--- src/dscir_pkg.sv ---
// Package: offsets, fields, reset values and enums for the serial config block
package dscir_pkg;
  localparam logic [11:0] OFF_CFG_HI = 12'h700;
  localparam logic [11:0] OFF_CFG_LO = 12'h701;
  localparam logic [11:0] OFF_LEVEL = 12'h704;
  localparam logic [11:0] OFF_VECTOR = 12'h705;
  localparam logic [11:0] OFF_MODE_A = 12'h710;
  localparam logic [11:0] OFF_MODE_B = 12'h718;
  localparam logic [11:0] OFF_LAST = 12'h721;
  localparam int HALT_BIT = 15;
  localparam int FRZ_HI_BIT = 14;
  localparam int FRZ_LO_BIT = 13;
  localparam int CTS_CLK_BIT = 12;
  localparam int PRIV_BIT = 7;
  localparam logic [15:0] CFG_RESET = 16'h0080;
  localparam logic [15:0] CFG_WMASK = 16'hF08F;
  localparam logic [7:0] LEVEL_RESET = 8'h00;
  localparam logic [7:0] LEVEL_WMASK = 8'h07;
  localparam logic [7:0] VECTOR_RESET = 8'h0F;
  localparam logic [7:0] MODE_RESET = 8'h00;
  localparam int MODE_FLOW_BIT = 7;
  localparam int MODE_RDYSEL_BIT = 6;
  localparam int MODE_ERR_BIT = 5;
  localparam int MODE_PTYPE_BIT = 2;
  typedef enum logic [1:0] {DSCIR_PAR_WITH, DSCIR_PAR_FORCE, DSCIR_PAR_NONE, DSCIR_PAR_MULTI} dscir_parity_t;
  typedef enum {DSCIR_IDLE, DSCIR_ANSWER} dscir_bus_state_t;
endpackage

--- src/dscir_chan_if.sv ---
// Interface carrying one channel's mode settings and status between modules
`timescale 1ns/100ps
interface dscir_chan_if;
  logic [7:0] mode;
  logic fifo_full;
  logic char_ready;
  logic top_break;
  logic top_frame;
  logic top_parity;
  logic top_pop;
  logic err_reset;
  logic frozen;
  logic rts_n;
  logic ready_irq;
  logic [2:0] sticky_err;
  modport cfg (output mode, output err_reset, input frozen, input rts_n, input ready_irq, input sticky_err,
    input fifo_full, input char_ready, input top_break, input top_frame, input top_parity, input top_pop);
  modport chan (input mode, input err_reset, output frozen, output rts_n, output ready_irq, output sticky_err,
    input fifo_full, input char_ready, input top_break, input top_frame, input top_parity, input top_pop);
endinterface

--- src/dscir_top.sv ---
// Serial module configuration, interrupt level/vector and mode-one registers
`timescale 1ns/100ps
// Overview of operation
// - Config register supervisor only, survives soft reset
// - Halted: other registers give bus error
// - Halt bit gates all clocks but bus
// - Freeze select: upper bit enables freezing
// - Channels freeze independently; break transmitter continues
// - Select bit picks cts sample clock
// - Privilege bit restricts switchable registers
// - Arbitration priority zero stays out
// - Level drives request; zero means none
// - Mode one registers reset zero, supervisor-only access while privilege bit set
// - Flow control negates rts on a start bit when full
// - Without flow control rts follows port
// - Rts control on both ends disables it
// - Ready select chooses full or received
// - Error mode accumulates or shows top
// - Parity mode field decodes parity kinds
// - Length field selects five to eight
module dscir_top
(
  // Clock and reset
  input wire logic ref_clk,
  input wire logic reset_n,
  input wire logic soft_reset,
  // Register bus
  input wire logic bus_sel,
  input wire logic bus_write,
  input wire logic [11:0] bus_addr,
  input wire logic [7:0] bus_wdata,
  input wire logic bus_supervisor,
  output logic [7:0] bus_rdata,
  output logic bus_ack,
  output logic bus_error,
  // Interrupt acknowledge
  input wire logic iack_req,
  input wire logic [2:0] iack_level,
  input wire logic [3:0] iack_competitor,
  output logic [6:0] irq_request_n,
  output logic iack_won,
  output logic [7:0] iack_vector,
  // Debug and clocks
  input wire logic freeze_req,
  input wire logic module_irq,
  output logic module_clk_en,
  output logic cts_sample_clock_select,
  // Channel status inputs, index 0 is channel A
  input wire logic [1:0] rx_start_bit,
  input wire logic [1:0] at_char_boundary,
  input wire logic [1:0] tx_break,
  input wire logic [1:0] fifo_full,
  input wire logic [1:0] char_ready,
  input wire logic [1:0] top_break,
  input wire logic [1:0] top_frame,
  input wire logic [1:0] top_parity,
  input wire logic [1:0] top_pop,
  input wire logic [1:0] err_reset,
  input wire logic [1:0] output_port_bits,
  input wire logic [1:0] tx_rts_ctrl,
  // Channel results
  output logic [1:0] rts_n,
  output logic [1:0] chan_frozen,
  output logic [1:0] irq_status_bits,
  output logic [5:0] status_err_a,
  output logic [5:0] status_err_b,
  output dscir_pkg::dscir_parity_t parity_mode_a,
  output dscir_pkg::dscir_parity_t parity_mode_b,
  output logic [3:0] data_bits_a,
  output logic [3:0] data_bits_b
);
  import dscir_pkg::*;

  dscir_chan_if ch_a();
  dscir_chan_if ch_b();

  logic [15:0] module_config;
  logic [7:0] irq_priority_level_reg;
  logic [7:0] irq_vector_number;
  logic [7:0] chan_a_mode_one;
  logic [7:0] chan_b_mode_one;
  logic [15:0] next_config;
  logic [7:0] next_level;
  logic [7:0] next_vector;
  logic [7:0] next_mode_a;
  logic [7:0] next_mode_b;
  logic [7:0] next_rdata;
  logic next_ack;
  logic next_error;
  logic [6:0] next_irq_n;
  logic next_won;
  logic [7:0] next_ivec;
  logic [5:0] next_err_a;
  logic [5:0] next_err_b;
  logic halted;
  logic cfg_hit;
  logic perm_hit;
  logic switch_hit;
  logic in_map;
  logic allowed;

  // Mode-one bits to data bit count
  function automatic logic [3:0] char_bits(input logic [7:0] mode);
    char_bits = 4'h5 + {2'h0, mode[1:0]};
  endfunction

  // Status bits shown for one channel: accumulated or top of fifo
  function automatic logic [2:0] err_view(input logic [7:0] mode, input logic [2:0] sticky,
    input logic [2:0] top);
    err_view = mode[MODE_ERR_BIT] ? sticky : top;
  endfunction

  assign halted = module_config[HALT_BIT];
  assign cfg_hit = (bus_addr == OFF_CFG_HI) || (bus_addr == OFF_CFG_LO);
  assign perm_hit = (bus_addr >= OFF_CFG_HI) && (bus_addr < OFF_MODE_A);
  assign switch_hit = (bus_addr >= OFF_MODE_A) && (bus_addr <= OFF_LAST);
  assign in_map = perm_hit || switch_hit;
  assign allowed = perm_hit ? bus_supervisor : (bus_supervisor || !module_config[PRIV_BIT]);

  assign ch_a.mode = chan_a_mode_one;
  assign ch_b.mode = chan_b_mode_one;
  assign ch_a.fifo_full = fifo_full[0];
  assign ch_b.fifo_full = fifo_full[1];
  assign ch_a.char_ready = char_ready[0];
  assign ch_b.char_ready = char_ready[1];
  assign ch_a.top_break = top_break[0];
  assign ch_b.top_break = top_break[1];
  assign ch_a.top_frame = top_frame[0];
  assign ch_b.top_frame = top_frame[1];
  assign ch_a.top_parity = top_parity[0];
  assign ch_b.top_parity = top_parity[1];
  assign ch_a.top_pop = top_pop[0];
  assign ch_b.top_pop = top_pop[1];
  assign ch_a.err_reset = err_reset[0];
  assign ch_b.err_reset = err_reset[1];

  // freeze only when upper select bit set
  dscir_chan u_chan_a
  (
    .ref_clk(ref_clk),
    .reset_n(reset_n),
    .soft_reset(soft_reset),
    .ch(ch_a),
    .freeze_req(freeze_req && module_config[FRZ_HI_BIT]),
    .rx_start_bit(rx_start_bit[0] && !halted),
    .at_char_boundary(at_char_boundary[0]),
    .tx_break(tx_break[0]),
    .out_port_bit(output_port_bits[0]),
    .tx_rts_ctrl(tx_rts_ctrl[0])
  );

  dscir_chan u_chan_b
  (
    .ref_clk(ref_clk),
    .reset_n(reset_n),
    .soft_reset(soft_reset),
    .ch(ch_b),
    .freeze_req(freeze_req && module_config[FRZ_HI_BIT]),
    .rx_start_bit(rx_start_bit[1] && !halted),
    .at_char_boundary(at_char_boundary[1]),
    .tx_break(tx_break[1]),
    .out_port_bit(output_port_bits[1]),
    .tx_rts_ctrl(tx_rts_ctrl[1])
  );

  always_comb
  begin
    next_config = module_config;
    next_level = irq_priority_level_reg;
    next_vector = irq_vector_number;
    next_mode_a = chan_a_mode_one;
    next_mode_b = chan_b_mode_one;
    next_rdata = 8'h00;
    next_ack = 1'b0;
    next_error = 1'b0;
    if (bus_sel)
    begin
      if ((halted && !cfg_hit) || (in_map && !allowed))
        next_error = 1'b1;
      else
      begin
        next_ack = 1'b1;
        if (bus_write)
        begin
          if (bus_addr == OFF_CFG_HI)
            next_config[15:8] = bus_wdata & CFG_WMASK[15:8];
          if (bus_addr == OFF_CFG_LO)
            next_config[7:0] = bus_wdata & CFG_WMASK[7:0];
          if (bus_addr == OFF_LEVEL)
            next_level = bus_wdata & LEVEL_WMASK;
          if (bus_addr == OFF_VECTOR)
            next_vector = bus_wdata;
          if (bus_addr == OFF_MODE_A)
            next_mode_a = bus_wdata;
          if (bus_addr == OFF_MODE_B)
            next_mode_b = bus_wdata;
        end
        else
        begin
          // Unlisted locations read zero
          unique case (bus_addr)
            OFF_CFG_HI: next_rdata = module_config[15:8];
            OFF_CFG_LO: next_rdata = module_config[7:0];
            OFF_LEVEL: next_rdata = irq_priority_level_reg;
            OFF_VECTOR: next_rdata = irq_vector_number;
            OFF_MODE_A: next_rdata = chan_a_mode_one;
            OFF_MODE_B: next_rdata = chan_b_mode_one;
            default: next_rdata = 8'h00;
          endcase
        end
      end
    end
    next_irq_n = 7'h7F;
    if (module_irq && !halted && irq_priority_level_reg[2:0] != 3'h0)
      next_irq_n[irq_priority_level_reg[2:0] - 3'h1] = 1'b0;
    next_won = iack_req && module_irq && !halted && module_config[3:0] != 4'h0
      && iack_level == irq_priority_level_reg[2:0] && module_config[3:0] > iack_competitor;
    next_ivec = next_won ? irq_vector_number : 8'h00;
    next_err_a = {3'h0, err_view(chan_a_mode_one, ch_a.sticky_err, {top_break[0], top_frame[0], top_parity[0]})};
    next_err_b = {3'h0, err_view(chan_b_mode_one, ch_b.sticky_err, {top_break[1], top_frame[1], top_parity[1]})};
  end

  always_ff @(posedge ref_clk or negedge reset_n)
  begin
    if (!reset_n)
    begin
      module_config <= CFG_RESET;
      irq_priority_level_reg <= LEVEL_RESET;
      irq_vector_number <= VECTOR_RESET;
      chan_a_mode_one <= MODE_RESET;
      chan_b_mode_one <= MODE_RESET;
      bus_rdata <= 8'h00;
      bus_ack <= 1'b0;
      bus_error <= 1'b0;
      irq_request_n <= 7'h7F;
      iack_won <= 1'b0;
      iack_vector <= 8'h00;
      status_err_a <= 6'h00;
      status_err_b <= 6'h00;
    end
    else if (soft_reset)
    begin
      irq_priority_level_reg <= LEVEL_RESET;
      irq_vector_number <= VECTOR_RESET;
      chan_a_mode_one <= MODE_RESET;
      chan_b_mode_one <= MODE_RESET;
      bus_rdata <= 8'h00;
      bus_ack <= 1'b0;
      bus_error <= 1'b0;
      irq_request_n <= 7'h7F;
      iack_won <= 1'b0;
      iack_vector <= 8'h00;
      status_err_a <= 6'h00;
      status_err_b <= 6'h00;
    end
    else
    begin
      module_config <= next_config;
      irq_priority_level_reg <= next_level;
      irq_vector_number <= next_vector;
      chan_a_mode_one <= next_mode_a;
      chan_b_mode_one <= next_mode_b;
      bus_rdata <= next_rdata;
      bus_ack <= next_ack;
      bus_error <= next_error;
      irq_request_n <= next_irq_n;
      iack_won <= next_won;
      iack_vector <= next_ivec;
      status_err_a <= next_err_a;
      status_err_b <= next_err_b;
    end
  end

  // Registered copies of configuration fields, so outputs come from flops
  always_ff @(posedge ref_clk or negedge reset_n)
  begin
    if (!reset_n)
    begin
      module_clk_en <= 1'b1;
      cts_sample_clock_select <= 1'b0;
      parity_mode_a <= DSCIR_PAR_WITH;
      parity_mode_b <= DSCIR_PAR_WITH;
      data_bits_a <= 4'h5;
      data_bits_b <= 4'h5;
    end
    else
    begin
      // halt gates every clock but bus
      module_clk_en <= !next_config[HALT_BIT];
      cts_sample_clock_select <= next_config[CTS_CLK_BIT];
      parity_mode_a <= dscir_parity_t'(next_mode_a[4:3]);
      parity_mode_b <= dscir_parity_t'(next_mode_b[4:3]);
      data_bits_a <= char_bits(next_mode_a);
      data_bits_b <= char_bits(next_mode_b);
    end
  end

  assign rts_n = {ch_b.rts_n, ch_a.rts_n};
  assign chan_frozen = {ch_b.frozen, ch_a.frozen};
  assign irq_status_bits = {ch_b.ready_irq, ch_a.ready_irq};
endmodule

--- src/dscir_chan.sv ---
// Per-channel control: flow control, ready select, error accumulation, freeze
`timescale 1ns/100ps
module dscir_chan
(
  // Clock and reset
  input wire logic ref_clk,
  input wire logic reset_n,
  input wire logic soft_reset,
  // Channel link
  dscir_chan_if.chan ch,
  // Channel environment
  input wire logic freeze_req,
  input wire logic rx_start_bit,
  input wire logic at_char_boundary,
  input wire logic tx_break,
  input wire logic out_port_bit,
  input wire logic tx_rts_ctrl
);
  import dscir_pkg::*;
  logic [2:0] next_sticky;
  logic next_rts_n;
  logic next_frozen;
  logic next_ready;
  always_comb
  begin
    next_sticky = ch.sticky_err;
    if (ch.err_reset)
      next_sticky = 3'h0;
    if (ch.top_pop)
      next_sticky = next_sticky | {ch.top_break, ch.top_frame, ch.top_parity};
    next_rts_n = ch.rts_n;
    if (ch.mode[MODE_FLOW_BIT] && tx_rts_ctrl)
      next_rts_n = ~out_port_bit;
    else if (ch.mode[MODE_FLOW_BIT])
    begin
      if (rx_start_bit && ch.fifo_full)
        next_rts_n = 1'b1;
      else if (!ch.fifo_full)
        next_rts_n = 1'b0;
    end
    else
      next_rts_n = ~out_port_bit;
    next_frozen = ch.frozen;
    // freeze at boundary, not in break
    if (!freeze_req)
      next_frozen = 1'b0;
    else if (at_char_boundary && !tx_break)
      next_frozen = 1'b1;
    next_ready = ch.mode[MODE_RDYSEL_BIT] ? ch.fifo_full : ch.char_ready;
  end
  always_ff @(posedge ref_clk or negedge reset_n)
  begin
    if (!reset_n)
    begin
      ch.sticky_err <= 3'h0;
      ch.rts_n <= 1'b1;
      ch.frozen <= 1'b0;
      ch.ready_irq <= 1'b0;
    end
    else if (soft_reset)
    begin
      ch.sticky_err <= 3'h0;
      ch.rts_n <= 1'b1;
      ch.frozen <= 1'b0;
      ch.ready_irq <= 1'b0;
    end
    else
    begin
      ch.sticky_err <= next_sticky;
      ch.rts_n <= next_rts_n;
      ch.frozen <= next_frozen;
      ch.ready_irq <= next_ready;
    end
  end
endmodule

--- config.mk ---
export PLATFORM = sky130hd
export DESIGN_NAME = dscir_top
export DESIGN_NICKNAME = d
export VERILOG_FILES = /design/src/dscir_pkg.sv /design/src/dscir_chan_if.sv /design/src/dscir_top.sv /design/src/dscir_chan.sv
export SDC_FILE = /design/constraint.sdc
export NUM_CORES = 1
export LEC_CHECK = 0
export BUFFER_PORTS_ARGS = -buffer_cell sky130_fd_sc_hd__buf_2
export CORE_ASPECT_RATIO = 0.75
export CORE_UTILIZATION = 50
export DETAILED_ROUTE_END_ITERATION = 16
export PLACE_DENSITY_LB_ADDON = 0.05
export SYNTH_ARGS = -nofsm -noshare
export SYNTH_HDL_FRONTEND = slang
export SYNTH_SLANG_ARGS = --single-unit
--- constraint.sdc ---
create_clock -name ref_clk -period 3 [get_ports ref_clk]
set_input_delay 0.3 -clock ref_clk [delete_from_list [all_inputs] [get_ports ref_clk]]
set_output_delay 0.3 -clock ref_clk [all_outputs]
set_load 0.02 [all_outputs]
==> summary.txt <==
Drt
  – DR DRC count: 6
  – Antenna Violating Nets Remaining: 0
  – Via count: 3345
  – Drt pass-1 iters: 11
  – Drt total wl: 10500 um
  – Initial DRC count: 201
  – WL/cell: 16.8 um
  – Via-per-instance ratio: 5.38

Synthesis
  – Synth Instances: 401
  – Seq/Total Area, Yosys: 52.3%
  – Yosys top cell area share: 41.3%
  – Asr flop ratio synth: 100%
  – Top cells by count, synth: dfrtp_1, mux2i_1, nor2_1
  – YS warnings: 0
  – Top cells by area, synth: dfrtp_1, dfstp_2, mux2i_1
  – Most frequent cell after synthesis: dfrtp_1
  – Mapped cell area: 4540 um^2
  – Post-synth cell types: 51
  – Top FF cell, synth: dfrtp_1
  – Area leader, netlist: dfrtp_1
  – Yosys reg bits: 94
  – Number of flops mapped to enable cells by yosys: 0
  – Average cell area after synthesis: 11.3 um^2

Placement
  – Port bufs: 111
  – Inst Count DP: 605
  – Post-DP HPWL: 7670 um
  – Routability cong.: 0.878

Die
  – Initial Util: 52.6%
  – Core area: 8640 um^2
  – Die Span Y: 84.5 um
  – Die area: 9470 um^2
  – Rows: 29
  – Ports: 118
  – Die width: 112 um

Cells and area
  – Layout cells sized above 1: 35.6%
  – Area Growth Syn to Fin: 20.6%
  – Multi-input gate area: 1950 um^2
  – Largest reg by FF count: module_config
  – Nets@finish: 579
  – Final Util: 63.4%
  – Largest register FFs: 9
  – Fillers: 723
  – FF/Latch Area: 2380 um^2
  – Diode count: 0
  – Final std cells w/o fill: 622

STA
  – Fmax: 422 MHz
  – Max-Slew Margin vs Limit: 36.4%
  – RSZ-0062 raised after global routing: false
  – Post-route clock skew: 6.17 ps
  – Final hold vios: 0
  – TNS Setup: 0 ps
  – Final setup viols: 0
  – Final min period: 2370 ps
  – Worst-Margin Slew: 954 ps
  – Fin Hold WS: 194 ps
  – Slew Limit Fails: 0
  – Tcrit/Tclk final: 79.1%

Status
  – Failing checks: design-rule violations
  – Outcome: finished, violations left

Run
  – MaxCap Viol Count: 0

Global routing
  – Initial antenna violation count: 0
  – GRT overflow: 0
  – First-pass GRT wire length: 17100 um
  – Vias in the first global route: 3297
  – Overall routing resource usage: 23.7%
  – Largest net degree at the start of global routing: 65

Clock tree
  – Postcts setup bufs: 0
  – TritonCTS Buffers: 9
  – Worst-Skew Late Latency: 340 ps
  – Clock H-tree levels: 3
  – CTS tree: yes
  – Clk slew on worst S/H paths: 60 ps
  – TritonCTS sink count: 94
  – Clk root buf: clkbuf_16
  – Maximum root-to-sink buffer count: 2

Critical path
  – CP endpoint kind: flop
  – Setup Crit Path Kind: in -> reg
  – R2r setup slk: 790 ps
  – Req. time, crit path: 3220 ps
  – Worst Path Arrival: 2600 ps
  – R2r endpoint: data_bits_b[1]
  – R2R depth: 5
  – Worst R2R Start: module_config[7]
  – Critical path startpoint category: input pin
  – Worst-path maximum fanout: 11

Min path
  – Hold Crit Start: fifo_full[1]
  – Worst hold endpoint: u_chan_b.ch.rts_n
  – Hold Crit Depth: 3
  – Worst hold path type: in -> reg

Power and ir drop
  – Pwr Density: 476 nW/um^2
  – Worst vdd ir: 0.321 mV
  – Power Total: 2610 uW
  – P_leak: 0.00271 uW
-- cells by family after synthesis --
logic type / count (synthesis) / synth area share (%)
AOI/OAI and AO/OA: 57 / 8.66
adders and majority gates: 10 / 2.76
xor gates and xnor gates: 5 / 0.965
buffers and inverters: 48 / 5.21
and+or+nand+nor: 129 / 16.8
other: 1 / 0.0826
muxes: 57 / 13.2
DFF: 94 / 52.3
-- power breakdown --
group	switching, uW	total (uW)	internal (uW)
Clock	465	1140	671
Combinational	116	186	70.1
Sequential	4.42	1290	1280
Total	585	2610	2020
-- area by class of cell --
type | count | share of cell area [%]
Sequential cell | 94 | 43.4
Multi-Input combinational cell | 264 | 35.5
Clock buffer | 13 | 4.57
Tap cell | 108 | 2.47
Timing Repair Buffer | 122 | 12.0
Inverter | 18 | 1.23
Clock inverter | 3 | 0.845
-- routing by layer --
metal | routed length, um | track usage [%] | up-vias
li1 | - | - | 1606
met1 | 4920 | 32.7 | 1604
met2 | 4650 | 36.5 | 128
met3 | 823 | 8.38 | 7
met4 | 87 | 4.36 | 0
met5 | 0 | 0 | -
-- critical path, cell delays in order --
cell and delay (ps):
buf_2 170, or4_4 590, or3b_1 410, a211o_1 300, nand3_2 150, mux2_2 370, ha_1 300
-- stage by stage --
stage / cell area (um^2) / worst slack (ps)
3_3_place_gp: 5170 / 309
6_report: 5480 / 628
5_1_grt: 5480 / 528
2_1_floorplan: 4560 / 346
4_1_cts: 5480 / 635
3_5_place_dp: 5170 / 274
-- worst max-delay path by stage --
stage / start / end / slack, ps / cells after the start
after floorplan: bus_addr[1] / data_bits_b[1] / 350 / 8
after global placement: bus_addr[1] / data_bits_b[1] / 310 / 7
after detailed placement: bus_addr[11] / data_bits_b[1] / 270 / 7
after CTS: bus_addr[11] / data_bits_b[1] / 640 / 7
after global routing: bus_addr[11] / data_bits_b[1] / 530 / 7
final: bus_addr[1] / data_bits_b[1] / 630 / 7
-- placed cells by master, fill, tap and decap left out, drive strengths merged, types with 10 or more instances in the layout --
| cell | n |
|---|---|
| a21oi | 15 |
| ha | 10 |
| mux2i | 35 |
| nand2b | 33 |
| nor2 | 34 |
| buf | 121 |
| dfstp | 19 |
| mux2 | 22 |
| dfrtp | 75 |
| inv | 18 |
| and2 | 11 |
| clkbuf | 13 |
| a22oi | 19 |
-- timing repair --
action,in CTS,in global routing
gates resized for setup,0,0
setup endpoints to repair,0,0
hold endpoints to repair,19,0
hold buffers,1,0
Power figures use the tool's default switching activity.
